### config.mk
export PLATFORM = sky130hd
export DESIGN_NAME = ccr_regs
export DESIGN_NICKNAME = d
export VERILOG_FILES = /design/src/rtl/ccr_pkg.sv /design/src/rtl/ccr_reg16.sv /design/src/rtl/ccr_regs.sv
export VERILOG_INCLUDE_DIRS = /design/src /design/src/rtl
export SDC_FILE = /design/constraint.sdc
export NUM_CORES = 1
export LEC_CHECK = 0
export BUFFER_PORTS_ARGS = -buffer_cell sky130_fd_sc_hd__buf_2
export CAP_MARGIN = 0
export CORE_MARGIN = 1
export CORE_UTILIZATION = 40
export CTS_CLUSTER_SIZE = 16
export DETAILED_ROUTE_END_ITERATION = 12
export HOLD_SLACK_MARGIN = 0.02
export PLACE_DENSITY = 0.71
export SLEW_MARGIN = 15
export SYNTH_ARGS = -nofsm -noshare
export SYNTH_HDL_FRONTEND = slang
export SYNTH_SLANG_ARGS = --single-unit
### constraint.sdc
create_clock -name clk -period 3.7 [get_ports clk]
set_clock_uncertainty 0.15 [all_clocks]
set_input_delay 0.37 -clock clk [delete_from_list [all_inputs] [get_ports clk]]
set_output_delay 0.37 -clock clk [all_outputs]
set_load 0.02 [all_outputs]
### src/rtl/ccr_params.svh
`ifndef CCR_PARAMS_SVH
`define CCR_PARAMS_SVH

// Register indices (word addresses) and reset values
`define CCR_IDX_SUPPLY_CFG 8'h07
`define CCR_IDX_CAL_EN 8'h08
`define CCR_RST_SUPPLY_CFG 16'h0000
`define CCR_RST_CAL_EN 16'h0000

// Supply configuration field positions
`define CCR_ARM_LO 0
`define CCR_ARM_HI 1
`define CCR_NCLAMP_LO 2
`define CCR_NCLAMP_HI 5
`define CCR_PCLAMP_LO 6
`define CCR_PCLAMP_HI 9
`define CCR_MODE_LO 10
`define CCR_MODE_HI 11

// Calibration enable bit position
`define CCR_CAL_EN_BIT 0

// Clamp codes valid in voltage output mode
`define CCR_NCLAMP_V0 4'h2
`define CCR_NCLAMP_V1 4'h7
`define CCR_NCLAMP_V2 4'h9
`define CCR_PCLAMP_V0 4'h3
`define CCR_PCLAMP_V1 4'h8
`define CCR_PCLAMP_V2 4'h9

// Answer unmapped reads with this word
`define CCR_UNMAPPED_DATA 32'h0000_0000

`endif

### src/rtl/ccr_pkg.sv
package ccr_pkg;

    typedef enum logic [1:0] {
        CCR_MODE_TRACK = 2'h0,
        CCR_MODE_USER = 2'h1,
        CCR_MODE_AUTO = 2'h2,
        CCR_MODE_BAD = 2'h3
    } ccr_mode_e;

    typedef enum logic [1:0] {
        CCR_ST_IDLE = 2'h0,
        CCR_ST_DONE = 2'h1
    } ccr_state_e;

endpackage

### src/rtl/ccr_reg16.sv
`timescale 1ns/1ps
`default_nettype none

module ccr_reg16 #(
    parameter logic [15:0] RESET_VALUE = 16'h0000
)
(
    // Clock and reset
    input wire logic clk,
    input wire logic rst,
    input wire logic clk_en,
    // Write port
    input wire logic [15:0] wr_mask,
    input wire logic [15:0] wr_data,
    // Stored value
    output logic [15:0] value_q
);

    always_ff @(posedge clk or posedge rst)
    begin
        if (rst)
        begin
            value_q <= RESET_VALUE;
        end
        else if (clk_en)
        begin
            value_q <= (value_q & ~wr_mask) | (wr_data & wr_mask);
        end
    end

endmodule

`default_nettype wire

### src/rtl/ccr_regs.sv
`timescale 1ns/1ps
`default_nettype none
`include "ccr_params.svh"

// Operation
// - Negative clamp code in supply config bits 5:2, reset 0000.
// - Arm select in bits 1:0, reset 00 keeps both arms off.
// - Arm select 01 enables positive arm only, 10 negative only.
// - Calibration applies to channel data only while enable bit 0 set.
// - Calibration enable register at 0x08, reset 0x0000, bits 15:0 storable.
// - Positive clamp code in bits 9:6, reset 0000.
// - Mode 00 tracking, 01 user clamps, 10 auto positive, 11 invalid.
module ccr_regs
    import ccr_pkg::*;
(
    // Clock and reset
    input wire logic clk,
    input wire logic rst,
    input wire logic clk_en,
    // Avalon-MM slave
    input wire logic [7:0] avs_address,
    input wire logic avs_read,
    input wire logic avs_write,
    input wire logic [31:0] avs_writedata,
    input wire logic [3:0] avs_byteenable,
    output logic [31:0] avs_readdata,
    output logic avs_waitrequest,
    // Auto-learned positive clamp
    input wire logic auto_clamp_valid,
    input wire logic [3:0] auto_clamp_code,
    // Channel data path
    input wire logic [15:0] raw_data,
    input wire logic [15:0] cal_data,
    output logic [15:0] chan_data_q,
    // Supply controls
    output logic pos_arm_en_q,
    output logic neg_arm_en_q,
    output logic [3:0] negative_clamp_code_q,
    output logic [3:0] positive_clamp_code_q,
    output logic [1:0] clamp_setting_mode_q,
    output logic track_mode_q,
    output logic mode_invalid_q,
    output logic nclamp_volt_ok_q,
    output logic pclamp_volt_ok_q
);

    // ------------------------------------------------------------
    // Bus handshake
    // ------------------------------------------------------------
    ccr_state_e state_q;
    logic req;
    logic hit_cfg;
    logic hit_cal;
    logic [15:0] lane_mask;
    logic [15:0] cfg_q;
    logic [15:0] cal_q;
    logic [15:0] cfg_mask;
    logic [15:0] cal_mask;
    logic [15:0] pclamp_field;
    logic [15:0] auto_mask;
    logic [15:0] auto_data;
    logic [15:0] cfg_wdata;
    logic [3:0] nclamp;
    logic [3:0] pclamp;
    logic [1:0] arm;

    assign req = (avs_read | avs_write) && state_q == CCR_ST_IDLE;
    assign hit_cfg = avs_address == `CCR_IDX_SUPPLY_CFG;
    assign hit_cal = avs_address == `CCR_IDX_CAL_EN;
    assign lane_mask = {{8{avs_byteenable[1]}}, {8{avs_byteenable[0]}}};

    // One wait cycle per access: request taken in IDLE, answered in DONE
    always_ff @(posedge clk or posedge rst)
    begin
        if (rst)
        begin
            state_q <= CCR_ST_IDLE;
            avs_waitrequest <= 1'b1;
        end
        else if (clk_en)
        begin
            case (state_q)
                CCR_ST_IDLE:
                begin
                    if (avs_read | avs_write)
                    begin
                        state_q <= CCR_ST_DONE;
                        avs_waitrequest <= 1'b0;
                    end
                end
                CCR_ST_DONE:
                begin
                    state_q <= CCR_ST_IDLE;
                    avs_waitrequest <= 1'b1;
                end
                default:
                begin
                    state_q <= CCR_ST_IDLE;
                    avs_waitrequest <= 1'b1;
                end
            endcase
        end
    end

    always_ff @(posedge clk or posedge rst)
    begin
        if (rst)
        begin
            avs_readdata <= 32'h0000_0000;
        end
        else if (clk_en && req && avs_read)
        begin
            if (hit_cfg)
            begin
                avs_readdata <= {16'h0000, cfg_q};
            end
            else if (hit_cal)
            begin
                avs_readdata <= {16'h0000, cal_q};
            end
            else
            begin
                avs_readdata <= `CCR_UNMAPPED_DATA;
            end
        end
    end

    // ------------------------------------------------------------
    // Register storage
    // ------------------------------------------------------------
    assign pclamp_field = 16'h0000 | (16'h000f << `CCR_PCLAMP_LO);
    assign auto_data = {12'h000, auto_clamp_code} << `CCR_PCLAMP_LO;
    assign auto_mask = (clamp_setting_mode_q == CCR_MODE_AUTO && auto_clamp_valid) ? pclamp_field : 16'h0000;

    always_comb
    begin
        cfg_mask = 16'h0000;
        if (req && avs_write && hit_cfg)
        begin
            cfg_mask = lane_mask;
            if (clamp_setting_mode_q == CCR_MODE_AUTO)
            begin
                cfg_mask = cfg_mask & ~pclamp_field;
            end
        end
        cfg_mask = cfg_mask | auto_mask;
        cfg_wdata = (avs_writedata[15:0] & ~auto_mask) | (auto_data & auto_mask);
    end

    assign cal_mask = (req && avs_write && hit_cal) ? lane_mask : 16'h0000;

    ccr_reg16 #(
        .RESET_VALUE(`CCR_RST_SUPPLY_CFG)
    ) u_cfg (
        .clk(clk),
        .rst(rst),
        .clk_en(clk_en),
        .wr_mask(cfg_mask),
        .wr_data(cfg_wdata),
        .value_q(cfg_q)
    );

    ccr_reg16 #(
        .RESET_VALUE(`CCR_RST_CAL_EN)
    ) u_cal (
        .clk(clk),
        .rst(rst),
        .clk_en(clk_en),
        .wr_mask(cal_mask),
        .wr_data(avs_writedata[15:0]),
        .value_q(cal_q)
    );

    // ------------------------------------------------------------
    // Decoded controls
    // ------------------------------------------------------------
    assign nclamp = cfg_q[`CCR_NCLAMP_HI:`CCR_NCLAMP_LO];
    assign pclamp = cfg_q[`CCR_PCLAMP_HI:`CCR_PCLAMP_LO];
    assign arm = cfg_q[`CCR_ARM_HI:`CCR_ARM_LO];

    always_ff @(posedge clk or posedge rst)
    begin
        if (rst)
        begin
            pos_arm_en_q <= 1'b0;
            neg_arm_en_q <= 1'b0;
            negative_clamp_code_q <= 4'h0;
            positive_clamp_code_q <= 4'h0;
            clamp_setting_mode_q <= 2'h0;
            track_mode_q <= 1'b1;
            mode_invalid_q <= 1'b0;
        end
        else if (clk_en)
        begin
            pos_arm_en_q <= arm == 2'h1;
            neg_arm_en_q <= arm == 2'h2;
            negative_clamp_code_q <= nclamp;
            positive_clamp_code_q <= pclamp;
            clamp_setting_mode_q <= cfg_q[`CCR_MODE_HI:`CCR_MODE_LO];
            track_mode_q <= cfg_q[`CCR_MODE_HI:`CCR_MODE_LO] == CCR_MODE_TRACK;
            mode_invalid_q <= cfg_q[`CCR_MODE_HI:`CCR_MODE_LO] == CCR_MODE_BAD;
        end
    end

    // Voltage-mode validity flags for the stored clamp codes
    always_ff @(posedge clk or posedge rst)
    begin
        if (rst)
        begin
            nclamp_volt_ok_q <= 1'b0;
            pclamp_volt_ok_q <= 1'b0;
        end
        else if (clk_en)
        begin
            nclamp_volt_ok_q <= nclamp == `CCR_NCLAMP_V0 || nclamp == `CCR_NCLAMP_V1
                || nclamp == `CCR_NCLAMP_V2;
            pclamp_volt_ok_q <= pclamp == `CCR_PCLAMP_V0 || pclamp == `CCR_PCLAMP_V1
                || pclamp == `CCR_PCLAMP_V2;
        end
    end

    // ------------------------------------------------------------
    // Calibration select
    // ------------------------------------------------------------
    always_ff @(posedge clk or posedge rst)
    begin
        if (rst)
        begin
            chan_data_q <= 16'h0000;
        end
        else if (clk_en)
        begin
            chan_data_q <= cal_q[`CCR_CAL_EN_BIT] ? cal_data : raw_data;
        end
    end

endmodule

`default_nettype wire

== Word-level counts from Yosys, hierarchy flattened ==
Cells that the tools add are included.

* Multiplexer cells: 11
* Equal/unequal tests: 13
* Reduce and logical (&&, ||, !) cells: 14
* Bitwise logic cells: 14

{| class="wikitable"
|+ Operator list
! cell !! count
|-
| 16-bit bitwise AND || 5
|-
| 16-bit two-way mux || 5
|-
| 16-bit inverter || 2
|-
| 16-bit by 10-bit OR with 16-bit output || 2
|-
| 16-bit OR || 2
|-
| 10-bit two-way mux || 2
|-
| 10-bit inverter with 16-bit output || 1
|-
| 4-bit == test (second input constant) || 3
|-
| 10-bit bitwise AND || 1
|-
| 4-bit by 2-bit == test with 1-bit output (second input constant) || 2
|-
| 8-bit by 3-bit == test with 1-bit output (second input constant) || 1
|-
| 8-bit by 4-bit == test with 1-bit output (second input constant) || 1
|-
| 1-bit logical AND || 7
|-
| 2-bit == test (second input constant) || 3
|-
| 4-bit by 3-bit == test with 1-bit output (second input constant) || 1
|-
| 2-bit zero test || 2
|-
| 1-bit logical OR || 4
|-
| 2-bit two-way mux || 2
|-
| 2-bit by 1-bit == test with 1-bit output (second input constant) || 1
|-
| 1-bit two-way mux || 2
|-
| 2-bit != test (second input constant) || 1
|-
| 2-bit AND reduction || 1
|-
| 1-bit OR || 1
|}

* Logic and storage cells: 67
* Input bits: 86
* Register bits: 99
* Output and inout bits: 65

== Longest topological paths before layout ==
* Word-level depth: 9
* Mapped depth: 6
* Depth with buffers taken out: 4

== Cells and area by module ==
Synthesis repeated with hierarchy kept, for this count alone.

* Cell total of the unflattened synthesis: 322
* Area, all modules: 3913.8 um^2

{| class="wikitable"
|+ Modules (own cells, without submodules)
! module !! sequential area each (um^2) !! cells an instance !! area each (um^2) !! instances
|-
| ccr_regs || 1253.7 || 220 || 2504.9 || 1
|-
| ccr_reg16 || 400.4 || 51 || 704.4 || 2
|}

== Worst setup path after synthesis ==
Ideal clock, no wire load.

* Path type: input to register
* Start point: in avs_address[5]
* End point: reg with a tool-made name
* Setup time: 0.125 ns
* Arrival: 2.035 ns
* Path buffers: 1
* Required time: 3.425 ns
* Path slack: 1.390 ns
* Stages: 5
* Cell sequence: or4_1 -> buf_2 -> nor4_4 -> nand4_4 -> mux2_2

{| class="wikitable"
|+ RTL lines
! element !! line !! text
|-
| start: declaration || ccr_regs.sv:21 || <nowiki>input wire logic [7:0] avs_address,</nowiki>
|}

==> flow_summary.yaml <==
global_routing:
  antenna_found_initial: 0
  grt_overflow: 0
  grt_start_max_net_pins: 49
  grt_pass1_wl_mm: 13.1
  vias_in_the_first_global_route: 2582
  grtUsageTotal_pct: 17.6
clock_network:
  ctsResizeCount: 0
  cts_root_buffer: "sky130_fd_sc_hd__clkbuf_8"
  cts_tree: "built"
  cts-buffers-inserted: 9
  clk_path_buf_depth: 2
  h-tree-depth: 3
  clock_latency_ns: 0.35
  worst_setup_hold_path_clk_slew_ns: 0.08
  post_cts_buffers: 0
  cts_sinks: 82
synthesis:
  synthesis.area_um2: 3640
  ys.warnings.count: 0
  number_of_enable_type_register_cells_in_the_synthesized_netlist: 0
  synth-async-reset-ratio_pct: 100
  postSynthRegisterBits: 82
  postSynth.topFlopCell: "sky130_fd_sc_hd__dfrtp_1"
  syn_inst: 302
  sequential_to_total_area_share_from_yosys_stat_pct: 56.5
  synth_cell_type_count: 30
  syn_area_per_cell_um2: 12.0
die:
  row_count: 34
  design.core.area_um2: 8760
  effective_utilization_at_floorplan_pct: 41.5
  top_level_ports: 151
  die_area_um2: 9480
  die_height_um: 97.3
  die_w_um: 97.3
sta:
  grt_setup_unrepaired: "no"
  tightestPinTransition_ns: 0.910
  timing_hold_violations_final: 0
  post-route-worst-setup-slack_ns: 1.38
  post-route-min-period_ns: 2.32
  number_of_max_slew_violations_in_the_final_report: 0
  period_share_pct: 62.6
  tns_ns: 0
  relSlewSlack_pct: 39.2
  setup_viol: 0
  hold-worst-slack_ns: 0.113
  max_clock_freq_mhz: 431
worst_hold_path:
  min-delay-path-class: "primary input to flip-flop"
route:
  post_drt_via_cell_ratio: 4.90
  number_of_search_and_repair_iterations_in_the_first_detailed_routing_pass: 4
  ant_nets: 0
  detailroute.via_count: 2610
  routedWlPerCell_um: 14.7
  finalWirelength_mm: 7.82
  violation_count_after_the_first_detailed_route_iteration: 81
  drc: 0
critical_path:
  cp_data_required_time_ns: 3.78
  path_cells: "buf_2 > or4_1 > nor4_4 > nand4_4 > mux2_2"
  worst_setup_path_end_kind: "flip-flop"
  setup.worst_path.class: "primary input to flip-flop"
  crit_path_top_delay_cell: "sky130_fd_sc_hd__or4_1"
  cpPeakStageDelay_ns: 0.66
  critical_path_peak_fanout: 8
  critPathArrivalTime_ns: 2.40
  timing.critical_path.from_type: "primary input"
pwr:
  combinationalPowerShare_pct: 10.8
  clock_power_share_pct: 36.0
  power.net_switching_uw: 466
  power_report.internal_total_uw: 1310
  p_sw_share_pct: 26.2
  cellLeakagePower_uw: 0.00220
  p_total_uw: 1780
  p_seq_share_pct: 53.3
  ir_drop_v: 0.000214
  power_density_nw_per_um2: 397
cells_and_area:
  layout.nets: 506
  layout.area.seq_um2: 2050
  total_area_of_multi_input_combinational_cells_um2: 1440
  drive_above_1_share_pct: 45.2
  num_antenna_cells: 0
  synthToLayoutAreaGrowth_pct: 23.1
  num-fill-cells: 801
placed_design:
  final_replace_weighted_congestion: 0.732
  dp_hpwl_mm: 5.79
  pre_cts_ws_ns: 1.02
  io_port_bufs: 116
run:
  cap_viol_max_count: 0
status:
  run_status: "finished, final reports clean"
[synthesized netlist by cell type, drive strengths merged (3+ instances only)]
library cell  count  area (um^2)
mux2i            16          160
nand4b            3         26.3
buf              21          141
inv               6         22.5
clkbuf            9         33.8
dfrtp            80         2000
mux2             48          541
a22oi            16          120
a21oi            19         95.1
nand2            21         78.8
o21ai            22          110
nor2             20         75.1
[cell usage in the layout, fill, tap and decap left out, types with 3 or more instances in the layout]
master	Yosys	layout
sky130_fd_sc_hd__buf_2	2	116
sky130_fd_sc_hd__dfrtp_1	80	80
sky130_fd_sc_hd__mux2_2	48	48
sky130_fd_sc_hd__o21ai_0	22	22
sky130_fd_sc_hd__nand2_1	21	21
sky130_fd_sc_hd__nor2_1	20	20
sky130_fd_sc_hd__a21oi_1	19	19
sky130_fd_sc_hd__mux2i_1	16	16
sky130_fd_sc_hd__a22oi_1	16	16
sky130_fd_sc_hd__conb_1	1	16
sky130_fd_sc_hd__clkbuf_8	0	9
sky130_fd_sc_hd__inv_1	6	5
sky130_fd_sc_hd__buf_4	16	5
sky130_fd_sc_hd__nand4b_1	3	3
[worst max-delay path: cells and delay by family]
family | cells | cell delay (ns)
multiplexers | 1 | 0.35
buffers and inverters | 1 | 0.09
AND/OR/NAND/NOR | 3 | 1.59
[kinds of logic after synthesis]
kind of cell	synth area share [%]
AOI/OAI and AO/OA	9.53
and+or+nand+nor	8.91
DFF	56.5
xor gates and xnor gates	0.241
muxes	19.3
buffers and inverters	5.44
other	0.103
[final timing paths]
| kind | startpoint | to | slack, ns | cells after the start |
|---|---|---|---|---|
| max | avs_address[5] | flip-flop | 1.38 | 5 |
| min | avs_writedata[5] | flip-flop | 0.11 | 3 |
| max reg2reg | state_q[0] | avs_readdata[0] | 1.52 | 4 |
| min reg2reg | avs_readdata[2] | avs_readdata[2] | 0.33 | 2 |
| max in group asynchronous | rst | track_mode_q | 2.20 | 4 |
| min in group asynchronous | rst | chan_data_q[0] | 0.41 | 3 |
[through the flow]
stage          instance area (um^2)  util, %  std cells
4_1_cts                        4480     51.1        533
3_3_place_gp                   4270     48.7        516
5_1_grt                        4480     51.1        533
6_report                       4480     51.1        533
2_1_floorplan                  3690        -        317
3_5_place_dp                   4270     48.7        516
[power groups by stage]
stage / Clock, uW / Sequential, uW / Combinational [uW]
finish: 639 / 947 / 192
global route: 701 / 952 / 212
CTS: 656 / 947 / 195
detailed placement: 0 / 964 / 194
global placement: 0 / 963 / 190
floorplan: 0 / 990 / 97.7
[layer usage]
layer	wire length, um	vias up	global-route usage (%)
li1	-	1271	-
met1	3500	1254	22.6
met2	3910	76	29.2
met3	323	9	4.03
met4	82	0	6.33
met5	0	-	0
[timing repair]
item	in CTS	in global routing
hold buffers	1	0
hold endpoints to repair	25	0
endpoints found under the setup margin	0	0
[final cells by class]
class | instances | share of cell area [%]
Sequential cell | 82 | 45.9
Clock buffer | 10 | 2.85
Clock inverter | 6 | 1.51
Inverter | 6 | 0.531
Timing Repair Buffer | 122 | 14.0
Tap cell | 108 | 3.02
Multi-Input combinational cell | 199 | 32.2
Power figures use the tool's default switching activity.
